[src/include/osc_defines.svh]
`ifndef OSC_DEFINES_SVH
`define OSC_DEFINES_SVH

// register indices; byte address is four times the index
`define OSC_IDX_PIN_SELECT 12'h000
`define OSC_IDX_POLARITY 12'h001
`define OSC_IDX_AREA_COLOUR 12'h002
`define OSC_IDX_SCAN_FORMAT 12'h003
`define OSC_IDX_HSTART 12'h004
`define OSC_IDX_DISPLAY_CTRL 12'h005
`define OSC_IDX_PORT_FIXED 12'hfa1
`define OSC_ADDR_W 14

// field positions
`define OSC_BIT_INTENSITY_SEL 3
`define OSC_BIT_RED_SEL 4
`define OSC_BIT_GREEN_SEL 5
`define OSC_BIT_BLUE_SEL 6
`define OSC_BIT_LB_SEL 7
`define OSC_BIT_LB_CHOICE 7
`define OSC_BIT_FULL_PAGE 3
`define OSC_BIT_INT_OUT_INV 0
`define OSC_BIT_COL_OUT_INV 1
`define OSC_BIT_LUMA_OUT_INV 2
`define OSC_BIT_BLANK_OUT_INV 3
`define OSC_BIT_COL_IN_INV 4
`define OSC_BIT_LB_IN_INV 5
`define OSC_BIT_HS_INV 6
`define OSC_BIT_VS_INV 7
`define OSC_BIT_AREA1_INT 3
`define OSC_BIT_AREA2_INT 7
`define OSC_BIT_DOUBLE_SCAN 7
`define OSC_BIT_XFER_REQ 2

// reset value, and the fixed port value the test writes
`define OSC_RST_REG 8'h00
`define OSC_PORT_FIXED_VALUE 8'h0e

// timing
`define OSC_CLK_NS 20
`define OSC_INSTR_NS 250
`define OSC_XFER_INSTR 3
`define OSC_XFER_DELAY_CYC ((`OSC_XFER_INSTR * `OSC_INSTR_NS + `OSC_CLK_NS - 1) / `OSC_CLK_NS)
`define OSC_HSTART_OFFSET 10'd22
`endif

[src/include/osc_pkg.sv]
package osc_pkg;
    // display engine signals for the current dot
    typedef struct packed {
        logic red;
        logic green;
        logic blue;
        logic char_dot;
        logic fringe_dot;
        logic area_dot;
        logic area1;
        logic area2;
        logic char_area;
        logic page_area;
    } osc_engine_t;

    // pin levels, red/green/blue/luma-blank/intensity
    typedef struct packed {
        logic red;
        logic green;
        logic blue;
        logic luma_blank;
        logic intensity;
    } osc_pins_t;

    typedef enum logic [1:0] {
        OSC_XFER_IDLE,
        OSC_XFER_DELAY,
        OSC_XFER_WAIT_LINE,
        OSC_XFER_WAIT_HS
    } osc_xfer_state_t;
endpackage

[src/hdl/osc_output_signal_control.sv]
`timescale 1ns/1ns
`include "osc_defines.svh"
module osc_output_signal_control
    import osc_pkg::*;
(
    input wire logic aclk,
    input wire logic aresetn,
    input wire logic [`OSC_ADDR_W-1:0] s_axi_awaddr,
    input wire logic [2:0] s_axi_awprot,
    input wire logic s_axi_awvalid,
    output logic s_axi_awready,
    input wire logic [31:0] s_axi_wdata,
    input wire logic [3:0] s_axi_wstrb,
    input wire logic s_axi_wvalid,
    output logic s_axi_wready,
    output logic [1:0] s_axi_bresp,
    output logic s_axi_bvalid,
    input wire logic s_axi_bready,
    input wire logic [`OSC_ADDR_W-1:0] s_axi_araddr,
    input wire logic [2:0] s_axi_arprot,
    input wire logic s_axi_arvalid,
    output logic s_axi_arready,
    output logic [31:0] s_axi_rdata,
    output logic [1:0] s_axi_rresp,
    output logic s_axi_rvalid,
    input wire logic s_axi_rready,
    input wire logic horizontal_sync_in,
    input wire logic vertical_sync_in,
    input wire logic external_red_in,
    input wire logic external_green_in,
    input wire logic external_blue_in,
    input wire logic external_luma_blank_in,
    input wire osc_engine_t engine_in,
    input wire logic display_area,
    input wire logic display_line_end,
    input wire osc_pins_t port_data,
    output osc_pins_t pins_out,
    output logic [7:0] engine_hstart,
    output logic engine_double_scan,
    output logic engine_load,
    output logic char_start,
    output logic [9:0] vertical_count,
    output logic hsync_fall,
    output logic vsync_fall
);

    localparam logic [5:0] XFER_DELAY = 6'(`OSC_XFER_DELAY_CYC);
    localparam logic [1:0] RESP_OKAY = 2'h0;
    localparam logic [1:0] RESP_SLVERR = 2'h2;

    ////////////////////////////////////////////////////////////////////////////
    // registers

    logic [7:0] pin_select_reg;
    logic [7:0] polarity_reg;
    logic [7:0] area_colour_reg;
    logic [7:0] scan_format_reg;
    logic [7:0] hstart_reg;
    logic [7:0] display_ctrl_reg;
    logic [7:0] port_fixed_reg;
    logic xfer_busy_reg;
    osc_xfer_state_t xfer_state_reg;
    logic [5:0] xfer_cnt_reg;

    // index decode, shared by read and write paths
    function automatic logic [2:0] reg_sel(input logic [`OSC_ADDR_W-1:0] addr);
        logic [11:0] idx;
        idx = addr[`OSC_ADDR_W-1:2];
        case (idx)
            `OSC_IDX_PIN_SELECT: reg_sel = 3'h1;
            `OSC_IDX_POLARITY: reg_sel = 3'h2;
            `OSC_IDX_AREA_COLOUR: reg_sel = 3'h3;
            `OSC_IDX_SCAN_FORMAT: reg_sel = 3'h4;
            `OSC_IDX_HSTART: reg_sel = 3'h5;
            `OSC_IDX_DISPLAY_CTRL: reg_sel = 3'h6;
            `OSC_IDX_PORT_FIXED: reg_sel = 3'h7;
            default: reg_sel = 3'h0;
        endcase
    endfunction

    ////////////////////////////////////////////////////////////////////////////
    // axi write channel

    logic aw_held_reg;
    logic w_held_reg;
    logic [`OSC_ADDR_W-1:0] aw_addr_reg;
    logic [7:0] w_data_reg;
    logic w_strb_reg;
    logic wr_fire;
    logic [2:0] wr_sel;

    assign wr_fire = aw_held_reg && w_held_reg && !s_axi_bvalid;
    assign wr_sel = reg_sel(aw_addr_reg);

    // address and data latch independently, either order
    always_ff @(posedge aclk) begin
        if (!aresetn) begin
            aw_held_reg <= 1'b0;
            w_held_reg <= 1'b0;
            aw_addr_reg <= '0;
            w_data_reg <= 8'h00;
            w_strb_reg <= 1'b0;
            s_axi_awready <= 1'b0;
            s_axi_wready <= 1'b0;
        end else begin
            s_axi_awready <= !aw_held_reg && !(s_axi_awvalid && s_axi_awready);
            s_axi_wready <= !w_held_reg && !(s_axi_wvalid && s_axi_wready);
            if (s_axi_awvalid && s_axi_awready) begin
                aw_held_reg <= 1'b1;
                aw_addr_reg <= s_axi_awaddr;
            end else if (wr_fire) begin
                aw_held_reg <= 1'b0;
            end
            if (s_axi_wvalid && s_axi_wready) begin
                w_held_reg <= 1'b1;
                w_data_reg <= s_axi_wdata[7:0];
                w_strb_reg <= s_axi_wstrb[0];
            end else if (wr_fire) begin
                w_held_reg <= 1'b0;
            end
        end
    end

    // write response one cycle after both halves are in
    always_ff @(posedge aclk) begin
        if (!aresetn) begin
            s_axi_bvalid <= 1'b0;
            s_axi_bresp <= RESP_OKAY;
        end else if (wr_fire) begin
            s_axi_bvalid <= 1'b1;
            s_axi_bresp <= (wr_sel == 3'h0) ? RESP_SLVERR : RESP_OKAY;
        end else if (s_axi_bready) begin
            s_axi_bvalid <= 1'b0;
        end
    end

    // register stores; only byte lane 0 carries data
    always_ff @(posedge aclk) begin
        if (!aresetn) begin
            pin_select_reg <= `OSC_RST_REG;
            polarity_reg <= `OSC_RST_REG;
            area_colour_reg <= `OSC_RST_REG;
            scan_format_reg <= `OSC_RST_REG;
            hstart_reg <= `OSC_RST_REG;
            display_ctrl_reg <= `OSC_RST_REG;
            port_fixed_reg <= `OSC_RST_REG;
        end else if (wr_fire && w_strb_reg) begin
            case (wr_sel)
                3'h1: pin_select_reg <= w_data_reg;
                3'h2: polarity_reg <= w_data_reg;
                3'h3: area_colour_reg <= w_data_reg;
                3'h4: scan_format_reg <= w_data_reg;
                3'h5: hstart_reg <= w_data_reg;
                3'h6: display_ctrl_reg <= w_data_reg;
                3'h7: port_fixed_reg <= w_data_reg;
                default: pin_select_reg <= pin_select_reg;
            endcase
        end
    end

    ////////////////////////////////////////////////////////////////////////////
    // axi read channel

    logic [7:0] rd_byte;

    always_comb begin
        rd_byte = 8'h00;
        case (reg_sel(s_axi_araddr))
            3'h1: rd_byte = pin_select_reg;
            3'h2: rd_byte = polarity_reg;
            3'h3: rd_byte = area_colour_reg;
            3'h4: rd_byte = scan_format_reg;
            3'h5: rd_byte = hstart_reg;
            3'h6: rd_byte = {display_ctrl_reg[7:3], xfer_busy_reg, display_ctrl_reg[1:0]};
            3'h7: rd_byte = port_fixed_reg;
            default: rd_byte = 8'h00;
        endcase
    end

    // read answers one cycle after the address is taken
    always_ff @(posedge aclk) begin
        if (!aresetn) begin
            s_axi_arready <= 1'b0;
            s_axi_rvalid <= 1'b0;
            s_axi_rdata <= 32'h0000_0000;
            s_axi_rresp <= RESP_OKAY;
        end else begin
            s_axi_arready <= !s_axi_rvalid && !(s_axi_arvalid && s_axi_arready);
            if (s_axi_arvalid && s_axi_arready) begin
                s_axi_rvalid <= 1'b1;
                s_axi_rdata <= {24'h00_0000, rd_byte};
                s_axi_rresp <= (reg_sel(s_axi_araddr) == 3'h0) ? RESP_SLVERR : RESP_OKAY;
            end else if (s_axi_rready) begin
                s_axi_rvalid <= 1'b0;
            end
        end
    end

    ////////////////////////////////////////////////////////////////////////////
    // pin synchronisers

    logic [5:0] sync1_reg;
    logic [5:0] sync2_reg;
    logic hs_level_reg;
    logic vs_level_reg;
    logic hs_fall;
    logic vs_fall;

    // only the second stage is read anywhere
    always_ff @(posedge aclk) begin
        if (!aresetn) begin
            sync1_reg <= 6'h00;
            sync2_reg <= 6'h00;
        end else begin
            sync1_reg <= {vertical_sync_in, horizontal_sync_in, external_luma_blank_in,
                external_blue_in, external_green_in, external_red_in};
            sync2_reg <= sync1_reg;
        end
    end

    always_ff @(posedge aclk) begin
        if (!aresetn) begin
            hs_level_reg <= 1'b0;
            vs_level_reg <= 1'b0;
        end else begin
            hs_level_reg <= sync2_reg[4] ^ polarity_reg[`OSC_BIT_HS_INV];
            vs_level_reg <= sync2_reg[5] ^ polarity_reg[`OSC_BIT_VS_INV];
        end
    end

    assign hs_fall = hs_level_reg && !(sync2_reg[4] ^ polarity_reg[`OSC_BIT_HS_INV]);
    assign vs_fall = vs_level_reg && !(sync2_reg[5] ^ polarity_reg[`OSC_BIT_VS_INV]);

    always_ff @(posedge aclk) begin
        if (!aresetn) begin
            hsync_fall <= 1'b0;
            vsync_fall <= 1'b0;
        end else begin
            hsync_fall <= hs_fall;
            vsync_fall <= vs_fall;
        end
    end

    ////////////////////////////////////////////////////////////////////////////
    // transfer request sequencer

    logic req_write;

    // writing 0 is ignored so a busy transfer can not be cancelled
    assign req_write = wr_fire && w_strb_reg && (wr_sel == 3'h6)
        && w_data_reg[`OSC_BIT_XFER_REQ];

    always_ff @(posedge aclk) begin
        if (!aresetn) begin
            xfer_state_reg <= OSC_XFER_IDLE;
            xfer_cnt_reg <= 6'h00;
            xfer_busy_reg <= 1'b0;
            engine_load <= 1'b0;
        end else begin
            engine_load <= 1'b0;
            case (xfer_state_reg)
                OSC_XFER_IDLE: begin
                    if (req_write) begin
                        xfer_state_reg <= OSC_XFER_DELAY;
                        xfer_cnt_reg <= XFER_DELAY;
                        xfer_busy_reg <= 1'b1;
                    end
                end
                OSC_XFER_DELAY: begin
                    if (xfer_cnt_reg > 6'h01) begin
                        xfer_cnt_reg <= xfer_cnt_reg - 6'h01;
                    end else if (display_area) begin
                        xfer_state_reg <= OSC_XFER_WAIT_LINE;
                    end else begin
                        xfer_state_reg <= OSC_XFER_WAIT_HS;
                    end
                end
                OSC_XFER_WAIT_LINE: begin
                    if (display_line_end) begin
                        xfer_state_reg <= OSC_XFER_WAIT_HS;
                    end
                end
                OSC_XFER_WAIT_HS: begin
                    if (hs_fall) begin
                        xfer_state_reg <= OSC_XFER_IDLE;
                        engine_load <= 1'b1;
                        // a request landing here still wins over the clear
                        xfer_busy_reg <= req_write;
                        if (req_write) begin
                            xfer_state_reg <= OSC_XFER_DELAY;
                            xfer_cnt_reg <= XFER_DELAY;
                        end
                    end
                end
                default: xfer_state_reg <= OSC_XFER_IDLE;
            endcase
        end
    end

    // horizontal start shadow loads only on transfer
    always_ff @(posedge aclk) begin
        if (!aresetn) begin
            engine_hstart <= 8'h00;
        end else if (xfer_state_reg == OSC_XFER_WAIT_HS && hs_fall) begin
            engine_hstart <= hstart_reg;
        end
    end

    // scan format bypasses the transfer path
    always_ff @(posedge aclk) begin
        if (!aresetn) begin
            engine_double_scan <= 1'b0;
        end else begin
            engine_double_scan <= scan_format_reg[`OSC_BIT_DOUBLE_SCAN];
        end
    end

    ////////////////////////////////////////////////////////////////////////////
    // dot and line counting

    logic [9:0] dot_cnt_reg;
    logic line_phase_reg;
    logic [9:0] hstart_dots;

    // value times two plus fixed offset
    assign hstart_dots = {1'b0, engine_hstart, 1'b0} + `OSC_HSTART_OFFSET;

    // counter saturates so a lost sync can not wrap into a false start
    always_ff @(posedge aclk) begin
        if (!aresetn) begin
            dot_cnt_reg <= 10'h000;
            char_start <= 1'b0;
        end else begin
            char_start <= !hs_fall && (dot_cnt_reg == hstart_dots);
            if (hs_fall) begin
                dot_cnt_reg <= 10'h000;
            end else if (dot_cnt_reg != 10'h3ff) begin
                dot_cnt_reg <= dot_cnt_reg + 10'h001;
            end
        end
    end

    // double scan counts every second line
    // the same count sets the vertical start unit
    always_ff @(posedge aclk) begin
        if (!aresetn) begin
            vertical_count <= 10'h000;
            line_phase_reg <= 1'b0;
        end else if (vs_fall) begin
            vertical_count <= 10'h000;
            line_phase_reg <= 1'b0;
        end else if (hs_fall) begin
            line_phase_reg <= !line_phase_reg;
            if (!scan_format_reg[`OSC_BIT_DOUBLE_SCAN] || line_phase_reg) begin
                vertical_count <= vertical_count + 10'h001;
            end
        end
    end

    ////////////////////////////////////////////////////////////////////////////
    // pin output path

    logic int_luma;
    logic int_blank;
    logic int_lb;
    logic [3:0] int_col;
    logic [3:0] ext_col;
    logic [3:0] mux_col;
    logic [3:0] pin_col;
    logic int_intensity;
    logic [3:0] out_inv;

    assign int_luma = engine_in.red | engine_in.green | engine_in.blue
        | engine_in.char_dot | engine_in.fringe_dot | engine_in.area_dot;
    assign int_blank = display_ctrl_reg[`OSC_BIT_FULL_PAGE] ? engine_in.page_area
        : engine_in.char_area;
    // luma or blank choice; bit 7 also selects port data for the shared pin, so blank never reaches it
    assign int_lb = pin_select_reg[`OSC_BIT_LB_CHOICE] ? int_blank : int_luma;
    assign int_col = {int_lb, engine_in.blue, engine_in.green, engine_in.red};
    assign ext_col = {sync2_reg[3] ^ polarity_reg[`OSC_BIT_LB_IN_INV],
        sync2_reg[2:0] ^ {3{polarity_reg[`OSC_BIT_COL_IN_INV]}}};
    // intensity only in enabled area planes
    assign int_intensity = (engine_in.area1 & area_colour_reg[`OSC_BIT_AREA1_INT])
        | (engine_in.area2 & area_colour_reg[`OSC_BIT_AREA2_INT]);

    // source selector, priority by the luma/blank lead signal
    always_comb begin
        mux_col = int_col;
        case (pin_select_reg[1:0])
            2'b00: mux_col = int_col[3] ? int_col : ext_col;
            2'b01: mux_col = int_col;
            2'b10: mux_col = ext_col;
            2'b11: mux_col = ext_col[3] ? ext_col : int_col;
            default: mux_col = int_col;
        endcase
    end

    genvar gi;
    generate
        for (gi = 0; gi < 4; gi++) begin : g_col_sel
            assign pin_col[gi] = pin_select_reg[`OSC_BIT_RED_SEL + gi] ? port_data[4 - gi]
                : mux_col[gi];
        end
    endgenerate

    // luma/blank pin inverts by the blank polarity bit when bit 7 is set, which also routes port data, else by the luma bit
    assign out_inv = {pin_select_reg[`OSC_BIT_LB_CHOICE] ? polarity_reg[`OSC_BIT_BLANK_OUT_INV]
        : polarity_reg[`OSC_BIT_LUMA_OUT_INV], {3{polarity_reg[`OSC_BIT_COL_OUT_INV]}}};

    // applied last, directly at the pins
    always_ff @(posedge aclk) begin
        if (!aresetn) begin
            pins_out <= '0;
        end else begin
            pins_out.red <= pin_col[0] ^ out_inv[0];
            pins_out.green <= pin_col[1] ^ out_inv[1];
            pins_out.blue <= pin_col[2] ^ out_inv[2];
            pins_out.luma_blank <= pin_col[3] ^ out_inv[3];
            pins_out.intensity <= (pin_select_reg[`OSC_BIT_INTENSITY_SEL] ? port_data.intensity
                : int_intensity) ^ polarity_reg[`OSC_BIT_INT_OUT_INV];
        end
    end

    ////////////////////////////////////////////////////////////////////////////
    // checks

    a_intensity_area: assert property (@(posedge aclk) disable iff (!aresetn)
        (!pin_select_reg[3] && !polarity_reg[0] && !engine_in.area1 && !engine_in.area2)
        |=> !pins_out.intensity)
        else $error("intensity high outside area planes");
    a_port_route: assert property (@(posedge aclk) disable iff (!aresetn)
        (pin_select_reg[3] && !polarity_reg[0])
        |=> pins_out.intensity == $past(port_data.intensity))
        else $error("intensity pin not carrying port data");
    a_red_invert: assert property (@(posedge aclk) disable iff (!aresetn)
        (pin_select_reg[4] && polarity_reg[1]) |=> pins_out.red == !$past(port_data.red))
        else $error("red pin polarity wrong");
    a_xfer_outside: assert property (@(posedge aclk) disable iff (!aresetn)
        (xfer_state_reg == OSC_XFER_WAIT_HS && hs_fall)
        |=> engine_load && (xfer_busy_reg == $past(req_write)))
        else $error("transfer did not complete on hsync fall");
    a_busy_hold: assert property (@(posedge aclk) disable iff (!aresetn)
        req_write && xfer_state_reg == OSC_XFER_IDLE |=> xfer_busy_reg [*8])
        else $error("busy flag dropped early");
    a_no_early_load: assert property (@(posedge aclk) disable iff (!aresetn)
        req_write && xfer_state_reg == OSC_XFER_IDLE |=> !engine_load [*8])
        else $error("transfer started before delay");
    a_line_wait: assert property (@(posedge aclk) disable iff (!aresetn)
        xfer_state_reg == OSC_XFER_WAIT_LINE |=> !engine_load)
        else $error("transfer inside a running line");
    a_hstart_shadow: assert property (@(posedge aclk) disable iff (!aresetn)
        !engine_load |=> $stable(engine_hstart) || $past(engine_load) || engine_load)
        else $error("horizontal start changed without transfer");
    a_double_count: assert property (@(posedge aclk) disable iff (!aresetn)
        (hs_fall && !vs_fall && scan_format_reg[7] && !line_phase_reg) |=> $stable(vertical_count))
        else $error("double scan advanced on first line");
    a_scan_direct: assert property (@(posedge aclk) disable iff (!aresetn)
        ##1 engine_double_scan == $past(scan_format_reg[7]))
        else $error("scan mode did not follow register");

endmodule

[config.mk]
export PLATFORM = sky130hd
export DESIGN_NAME = osc_output_signal_control
export DESIGN_NICKNAME = d
export VERILOG_FILES = /design/src/include/osc_pkg.sv /design/src/hdl/osc_output_signal_control.sv
export VERILOG_INCLUDE_DIRS = /design/src /design/src/include
export SDC_FILE = /design/constraint.sdc
export NUM_CORES = 1
export LEC_CHECK = 0
export BUFFER_PORTS_ARGS = -buffer_cell sky130_fd_sc_hd__buf_4
export CAP_MARGIN = 20
export CORE_MARGIN = 2
export CORE_UTILIZATION = 54
export CTS_BUF_LIST = sky130_fd_sc_hd__clkbuf_8 sky130_fd_sc_hd__clkbuf_16
export CTS_CLUSTER_DIAMETER = 200
export DETAILED_ROUTE_END_ITERATION = 12
export HOLD_SLACK_MARGIN = 0.12
export PLACE_DENSITY = 0.81
export SLEW_MARGIN = 20
export SYNTH_ARGS = -nofsm -noshare
export SYNTH_HDL_FRONTEND = slang
export SYNTH_SLANG_ARGS = --single-unit
[constraint.sdc]
create_clock -name aclk -period 2.27 [get_ports aclk]
set_clock_uncertainty 0.15 [all_clocks]
set_input_delay 0.454 -clock aclk [delete_from_list [all_inputs] [get_ports aclk]]
set_output_delay 0.454 -clock aclk [all_outputs]
set_load 0.02 [all_outputs]
==> results of run 1 <==
-- through the flow --
step           total power [uW]  area (sq um)
2_1_floorplan              3120          7310
3_3_place_gp               3250          8120
3_5_place_dp               3260          8120
4_1_cts                    6180          8860
5_1_grt                    6360          8870
6_report                   6160          8870
-- critical path, stage by stage, from the launching register on --
cell      delay [ns]
dfxtp_1         0.36
and4b_1         0.32
nand4_1         0.16
buf_4           0.19
or2_2           0.32
a211oi_2        0.32
mux2i_1         0.22
-- worst max-delay path by stage --
stage / start / endpoint / slack, ns / cells past startpoint
floorplan: engine_hstart[0] / char_start / 0.25 / 7
global placement: s_axi_araddr[5] / s_axi_rdata[5] / 0.17 / 6
detailed placement: s_axi_araddr[5] / s_axi_rdata[2] / 0.11 / 6
CTS: s_axi_bvalid / area_colour_reg[7] / 0.11 / 5
global route: engine_hstart[1] / char_start / 0.03 / 7
finish: s_axi_bvalid / xfer_state_reg[1] / 0.15 / 6
-- cells in the mapped netlist (3+ instances only) --
library cell  number  area, sq um
nor3_1            14         70.1
buf_6              3         33.8
buf_4             26          195
ha_1              10          125
mux2_2             9          101
nand2_1          121          454
a211oi_1           8         60.1
nor3b_1            3         22.5
o21a_1             4         30.0
a2bb2oi_1          8         70.1
nor2_1            77          289
dfxtp_1          155         3100
a2111oi_0          4         35.0
o21ai_0           15         75.1
inv_1             19         71.3
xor2_1            12          105
and2_1            15         93.8
and3_1             4         25.0
buf_2              4         20.0
mux2i_1           81          811
nand2b_1           7         43.8
clkbuf_1          24         90.1
nand3_1           10         50.1
a21oi_1           39          195
or4_1              5         37.5
a22oi_1           10         75.1
o22ai_1            9         56.3
nor4_1             6         37.5
nand2_2            3         18.8
a31oi_1            8         50.1
or3_1              5         31.3
xnor2_1           22          193
a32oi_1            8         70.1
nor2b_1            8         50.1
o21ai_1            8         40.0
nand4_1            7         43.8
-- metal layers --
| metal | track usage, % | vias to the layer above | wire (microns) |
|---|---|---|---|
| met1 | 31.2 | 2862 | 7430 |
| met2 | 41.2 | 215 | 8360 |
| li1 | - | 3026 | - |
| met4 | 8.97 | 0 | 346 |
| met3 | 5.66 | 29 | 1020 |
| met5 | 0 | - | 0 |
-- power by group through the flow --
stage / Clock (uW) / Sequential (uW) / Combinational [uW]
after floorplan: 0 / 2880 / 243
after global placement: 0 / 2880 / 377
after detailed placement: 0 / 2880 / 383
after CTS: 2960 / 2820 / 401
after global routing: 3090 / 2830 / 443
final: 2940 / 2820 / 406
-- final cells by class --
type                       instances  area [sq um]
clock inverter                    11           141
clock buffer                      21           480
timing repair buffer             135          1060
multi-input combinational        600          3790
inverter                          20          75.1
sequential                       155          3100
fill                            1042          4270
tap                              176           220
-- cell families (layout without fill, tap and decap cells) --
kind of cell	count (synthesis)	in the layout	share of synthesized area, %
DFF	155	155	43.0
adders and majority gates	10	10	1.73
buffers and inverters	78	187	5.79
AOI/OAI and AO/OA	140	140	13.0
and+or+nand+nor	300	300	19.6
other	1	26	0.0520
xor gates and xnor gates	34	34	4.13
muxes	90	90	12.6
-- repair_timing --
item                       in CTS  in global routing
resized for setup               0                  2
hold buffers                   12                  0
setup endpoints to repair       0                  7
hold endpoints to repair       12                  0
==> results.yml, run 1 <==
outcome:
  status: "complete, no violations"
layout:
  largest_register_ffs: 12
  nNetsFinal: 1039
  final_core_util_pct: 67.5
  drive_above_1_share_pct: 19.1
  final_cells: 1118
  diodes: 0
  final_common_cell: "dfxtp_1"
  syn_to_final_growth_pct: 23.0
  layout_common_cells: "dfxtp_1, buf_4, nand2_1"
flow_run:
  maxCapViolations: 0
grt:
  grt_pass1_wl_microns: 28200
  grt-ovfl-total: 0
  grt_pass1_vias: 5849
  antenna_found_initial: 0
  grt_max_degree: 47
  grt_usage_pct: 24.6
worst_hold_path:
  hold_end: "aw_addr_reg[6]"
  hold_path.class: "input port to flip-flop"
  hp-start: "s_axi_awaddr[6]"
  hold_depth: 3
clock_network:
  cts_root_buf: "clkbuf_16"
  ctsLongestPathBuffers: 2
  clk_pin_slew_ns: 0.06
  cts_tree: "built"
  cts-buffers-inserted: 17
  cts_setup_buffers: 0
  clock-sinks: 155
  clk_latency_ns: 0.42
  htreeDepth: 4
sta:
  setup_viol: 0
  hold_viol_final: 0
  slew_headroom_pct: 60.3
  period_share_pct: 93.3
  slew_viol_final: 0
  whs_ns: 0.132
  rsz0062_at_grt: "no"
  tightest_slew_ns: 0.590
  max_freq_mhz: 472
  finalCriticalPeriod_ns: 2.12
  timing.final.ws_setup_ns: 0.153
  final.setup.tns_ns: 0
logic_synthesis:
  netlist_area_sq_um: 7210
  synth_cell_types: 65
  ys_ff_latch: 155
  synth_area_per_cell_sq_um: 8.93
  yosysSeqAreaShare_pct: 43.0
  synth_edf_count: 0
  async_flop_share_pct: 0
  synthCells: 808
  synth_ff_type: "dfxtp_1"
  yosys_warnings: 0
detailed_routing:
  ant_nets: 0
  drtIter0Drc: 459
  drc: 0
  viasPerCell: 5.48
  firstDrtPassIters: 5
  vias: 6132
  wl_microns: 17200
  routedWlPerCell_microns: 15.3
place:
  portBuffers: 105
  pre_cts_ws_ns: 0.108
  finalWeightedCongestion: 0.899
  placed_cells: 1074
  dpl.hpwl_microns: 12100
floorplanning:
  start_util_pct: 54.9
  dieArea_sq_um: 14300
  fp.dieW_microns: 120
  row_count: 42
  core_area_sq_um: 13100
  num_io_pins: 169
  die-height_microns: 120
setup_path:
  crit_fanout: 6
  crit_path_end_kind: "flip-flop"
  r2r_end: "xfer_state_reg[1]"
  crit_type: "flip-flop to flip-flop"
  rr_worst_depth: 6
  r2r_setup_slack_ns: 0.15
  worstPathArrival_ns: 2.32
  start_kind: "flip-flop"
  r2r_start: "s_axi_bvalid"
  cp_data_required_time_ns: 2.47
power_and_ir_drop:
  ir_drop_uv: 546
  combPwrFrac_pct: 6.6
  leakagePower_uw: 0.00384
  internal-power_uw: 4790
  swShare_pct: 22.3
  clock_power_share_pct: 47.7
  p_per_area_nw_per_um2: 695
  power.switching_uw: 1380
  seq_power_share_pct: 45.7
(Power assumes the default switching activity.)
==> inputs of run 2 (changes only) <==
--- a/config.mk
+++ b/config.mk
@@ -6,15 +6,15 @@
 export SDC_FILE = /design/constraint.sdc
 export NUM_CORES = 1
 export LEC_CHECK = 0
-export BUFFER_PORTS_ARGS = -buffer_cell sky130_fd_sc_hd__buf_4
 export CAP_MARGIN = 20
 export CORE_MARGIN = 2
-export CORE_UTILIZATION = 54
+export CORE_UTILIZATION = 45
 export CTS_BUF_LIST = sky130_fd_sc_hd__clkbuf_8 sky130_fd_sc_hd__clkbuf_16
 export CTS_CLUSTER_DIAMETER = 200
 export DETAILED_ROUTE_END_ITERATION = 12
+export DONT_BUFFER_PORTS = 1
 export HOLD_SLACK_MARGIN = 0.12
-export PLACE_DENSITY = 0.81
+export PLACE_DENSITY = 0.61
 export SLEW_MARGIN = 20
 export SYNTH_ARGS = -nofsm -noshare
 export SYNTH_HDL_FRONTEND = slang
==> results.yml, run 2 (synthesized netlist as in run 1, its figures left out) <==
setup_path:
  crit_fanout: 5
  start_kind: "flip-flop"
  crit_path_end_kind: "flip-flop"
  cp_data_required_time_ns: 2.46
  worstPathArrival_ns: 2.29
  crit_type: "flip-flop to flip-flop"
  r2r_start: "aw_addr_reg[10]"
  r2r_setup_slack_ns: 0.17
  critPathLaunch: "aw_addr_reg[10]"
layout:
  final_cells: 1086
  syn_to_final_growth_pct: 16.5
  diodes: 0
  final_common_cell: "dfxtp_1"
  drive_above_1_share_pct: 8.85
  n_fill_cell: 1470
  nNetsFinal: 968
  layout_common_cells: "dfxtp_1, nand2_1, mux2i_1"
  largest_register_ffs: 12
place:
  dpl.hpwl_microns: 12500
  placed_cells: 1014
  finalWeightedCongestion: 0.888
  portBuffers: 0
clock_network:
  clk_pin_slew_ns: 0.06
  clock-sinks: 155
  cts-buffers-inserted: 17
  htreeDepth: 4
  cts_setup_buffers: 0
  ctsLongestPathBuffers: 2
  cts_root_buf: "clkbuf_16"
  clk_latency_ns: 0.42
  cts_tree: "built"
sta:
  setup_viol: 0
  finalCriticalPeriod_ns: 2.10
  whs_ns: 0.143
  slew_viol_final: 0
  tightest_slew_ns: 0.732
  rsz0062_at_grt: "no"
  hold_viol_final: 0
  slew_headroom_pct: 51.2
  max_freq_mhz: 477
  period_share_pct: 92.4
  final.setup.tns_ns: 0
floorplanning:
  dieArea_sq_um: 17100
  row_count: 46
  fp.dieW_microns: 131
  start_util_pct: 45.7
  core_area_sq_um: 15800
  num_io_pins: 169
  die-height_microns: 131
grt:
  antenna_found_initial: 0
  grt_pass1_wl_microns: 27700
  grt_max_degree: 69
  grt_usage_pct: 20.8
  grt-ovfl-total: 0
  grt_pass1_vias: 5573
outcome:
  status: "complete, no violations"
flow_run:
  maxCapViolations: 0
detailed_routing:
  drc: 0
  wl_microns: 17500
  vias: 5890
  routedWlPerCell_microns: 16.1
  drtIter0Drc: 325
  ant_nets: 0
  firstDrtPassIters: 5
  viasPerCell: 5.42
power_and_ir_drop:
  p_per_area_nw_per_um2: 691
  ir_drop_uv: 564
  leakagePower_uw: 0.00346
worst_hold_path:
  hp-start: "aresetn"
  hold_path.class: "input port to flip-flop"
-- run 2: cell types whose count changed in the layout (fill, tap and decap cells not counted), sizes merged --
| cell | previous run | this run |
|---|---|---|
| buf | 123 | 24 |
| dlygate4sd3 | 12 | 40 |
| bufinv | 3 | 1 |
| inv | 22 | 23 |
-- run 2: metrics by stage --
stage                     setup slack (ns)  total power (uW)  util (%)  instance area [sq um]
after floorplan                      0.246              3120         -                   7310
after global placement               0.239              3110      47.0                   7420
after detailed placement             0.181              3120      47.0                   7420
after CTS                            0.159              5860      53.2                   8400
after global routing                0.0189              6000      53.3                   8400
final                                0.174              5800      53.3                   8400
-- run 2: what timing repair did --
| item | CTS | global route |
|---|---|---|
| resized for setup | 0 | 1 |
| hold buffers | 41 | 0 |
| setup endpoints to repair | 0 | 4 |
| endpoints found under the hold margin | 77 | 0 |
-- run 2: cell type report --
type | count | area [sq um] | share of cell area, %
multi-input cells | 600 | 3790 | 45.1
flip-flops and latches | 155 | 3100 | 36.9
repair buffers | 64 | 606 | 7.21
clock buffers | 21 | 480 | 5.72
well taps | 216 | 270 | 3.22
clock inverters | 10 | 76.3 | 0.909
inverters | 20 | 75.1 | 0.894
-- run 2: power breakdown --
group | switching (uW) | internal, uW | leakage (uW)
logic | 177 | 126 | 0.00192
registers | 64.1 | 2770 | 0.00126
clock network | 1070 | 1600 | 0.000284
-- run 2: worst max-delay path: stages (launching register included) --
cell	delay, ns
dfxtp_1	0.33
nor4_1	0.30
nand4_1	0.19
buf_4	0.19
or2_2	0.32
a211oi_2	0.31
mux2i_1	0.23
-- run 2: path summary, 6_finish.rpt --
path / end / depth (start not counted)
worst min-delay path: polarity_reg[0] / 2
worst max-delay path: xfer_state_reg[1] / 6
worst min register to register: sync2_reg[5] / 1
worst max register to register: xfer_state_reg[1] / 6
-- run 2: metal layers --
layer | wire length, microns | vias up | share of wire (%) | track usage [%]
met3 | 1040 | 33 | 5.9 | 5.21
met4 | 398 | 0 | 2.3 | 8.14
met5 | 0 | - | 0 | 0
li1 | - | 2896 | - | -
met2 | 8660 | 164 | 50 | 36.0
met1 | 7380 | 2797 | 42 | 24.9
==> inputs of run 3 (changes only) <==
==> constraint.sdc (replaced) <==
create_clock -name aclk -period 2.27 [get_ports aclk]
set_clock_uncertainty 0.15 [all_clocks]
set_input_delay 0.454 -clock aclk [delete_from_list [all_inputs] [get_ports aclk]]
set_output_delay 0.454 -clock aclk [all_outputs]
set_load 0.1 [all_outputs]
==> results.yml, run 3 (synthesized netlist as in run 1, its figures left out) <==
floorplanning:
  num_io_pins: 169
  row_count: 46
  die-height_microns: 131
  core_area_sq_um: 15800
  dieArea_sq_um: 17100
  start_util_pct: 45.7
  fp.dieW_microns: 131
worst_hold_path:
  hold_path.class: "input port to flip-flop"
power_and_ir_drop:
  seq_power_share_pct: 46.6
  internal-power_uw: 4470
  combPwrFrac_pct: 9.7
  clock_power_share_pct: 43.7
  power.switching_uw: 1570
  p_per_area_nw_per_um2: 689
  swShare_pct: 26.0
  ir_drop_uv: 507
  leakagePower_uw: 0.00369
layout:
  final_common_cell: "dfxtp_1"
  largest_register_ffs: 12
  drive_above_1_share_pct: 14.4
  n_fill_cell: 1428
  syn_to_final_growth_pct: 21.7
  final_core_util_pct: 55.6
  diodes: 0
  final_cells: 1132
  layout_common_cells: "dfxtp_1, nand2_1, mux2i_1"
  nNetsFinal: 1014
  design_area_sq_um: 8770
clock_network:
  clock-sinks: 155
  cts-buffers-inserted: 17
  clk_latency_ns: 0.42
  htreeDepth: 4
  ctsLongestPathBuffers: 2
  cts_root_buf: "clkbuf_16"
  cts_tree: "built"
  clk_pin_slew_ns: 0.06
setup_path:
  start_kind: "flip-flop"
  cp_data_required_time_ns: 2.46
  path_buf_inv: 2
  crit_chain: "buf_4, or4_4, a2111oi_4, o21a_2, nand2b_1, buf_12, mux2i_1"
  crit_fanout: 8
  crit_slowest_cell: "or4_4"
  crit_path_end_kind: "flip-flop"
  crit_family: "simple AND/OR/NAND/NOR gates"
  critPathMaxStageDelay_ns: 0.55
  crit_type: "flip-flop to flip-flop"
  worstPathArrival_ns: 2.44
detailed_routing:
  viasPerCell: 5.32
  met2_length_microns: 9160
  met3_length_microns: 1070
  wl_microns: 18000
  ant_nets: 0
  drc: 0
  vias: 6019
  firstDrtPassIters: 6
  routedWlPerCell_microns: 15.9
  drtIter0Drc: 293
  m1WireLength_microns: 7470
  top_layer: "met4"
sta:
  finalCriticalPeriod_ns: 2.25
  slew_viol_final: 0
  slew_headroom_pct: 57.3
  tightest_slew_ns: 0.641
  hold_viol_final: 0
  whs_ns: 0.142
  rsz0062_at_grt: "yes"
  max_freq_mhz: 445
  period_share_pct: 99.0
  setup_viol: 0
grt:
  grt_max_degree: 60
  grt_pass1_vias: 5945
  antenna_found_initial: 0
  grt_pass1_wl_microns: 28800
  grt-ovfl-total: 0
  grt_usage_pct: 21.7
place:
  portBuffers: 0
  dpl_cell_area_sq_um: 7740
  finalWeightedCongestion: 0.845
  placed_cells: 1056
  dpl.hpwl_microns: 12900
outcome:
  status: "complete, no violations"
flow_run:
  maxCapViolations: 0
-- run 3: cell count changes in the layout (fill, tap and decap cells not counted), sizes merged --
cell	before	now
clkinv	4	8
buf	24	70
clkbuf	21	19
clkinvlp	2	3
inv	23	20
-- run 3: per-stage QoR --
step	setup TNS (ns)	setup slack (ns)	total power [uW]
after global routing	-0.232	-0.0619	6280
final	0	0.0217	6040
after global placement	-0.107	-0.0185	3370
after floorplan	-0.0262	-0.0262	3350
after CTS	0	0.0229	6090
after detailed placement	-1.05	-0.0867	3380
-- run 3: area by class of cell --
type                       count  area, sq um  share of cell area (%)
clock buffer                  19          453                    5.16
sequential                   155         3110                    35.4
clock inverter                12          100                    1.14
multi-input combinational    600         3820                    43.5
inverter                      20         75.1                   0.856
timing repair buffer         110          951                    10.8
tap                          216          270                    3.08
-- run 3: path summary, 6_finish.rpt --
kind,from,endpoint,slack [ns],depth (start not counted)
setup reg to reg,aw_addr_reg[10],polarity_reg[2],0.02,7
hold reg to reg,sync1_reg[0],sync2_reg[0],0.28,1
setup / recovery,aw_addr_reg[10],polarity_reg[2],0.02,7
hold / removal,engine_in[7],pins_out[2],0.14,3
-- run 3: worst min-delay path, stage by stage --
cell and delay (ns):
nor2b_1 0.03, nand3_1 0.07, o2111ai_1 0.09
-- run 3: what timing repair did --
item,4_1_cts,5_1_grt
gates resized for setup,2,4
cloned,0,0
endpoints found under the setup margin,16,38
buffers inserted,0,4
pin swaps,0,3
hold endpoints to repair,79,0
hold buffers,41,0
-- run 3: power by group through the flow --
stage / registers, uW / logic, uW / clock network (uW)
after floorplan: 2960 / 392 / 0
after global placement: 2870 / 499 / 0
after detailed placement: 2870 / 508 / 0
after CTS: 2810 / 580 / 2700
after global routing: 2820 / 625 / 2830
final: 2810 / 589 / 2640
-- run 3: per-layer routing --
layer	global-route usage, %	vias up
li1	-	2986
met2	39.1	165
met4	6.76	0
met5	0	-
met3	6.47	23
met1	24.7	2845
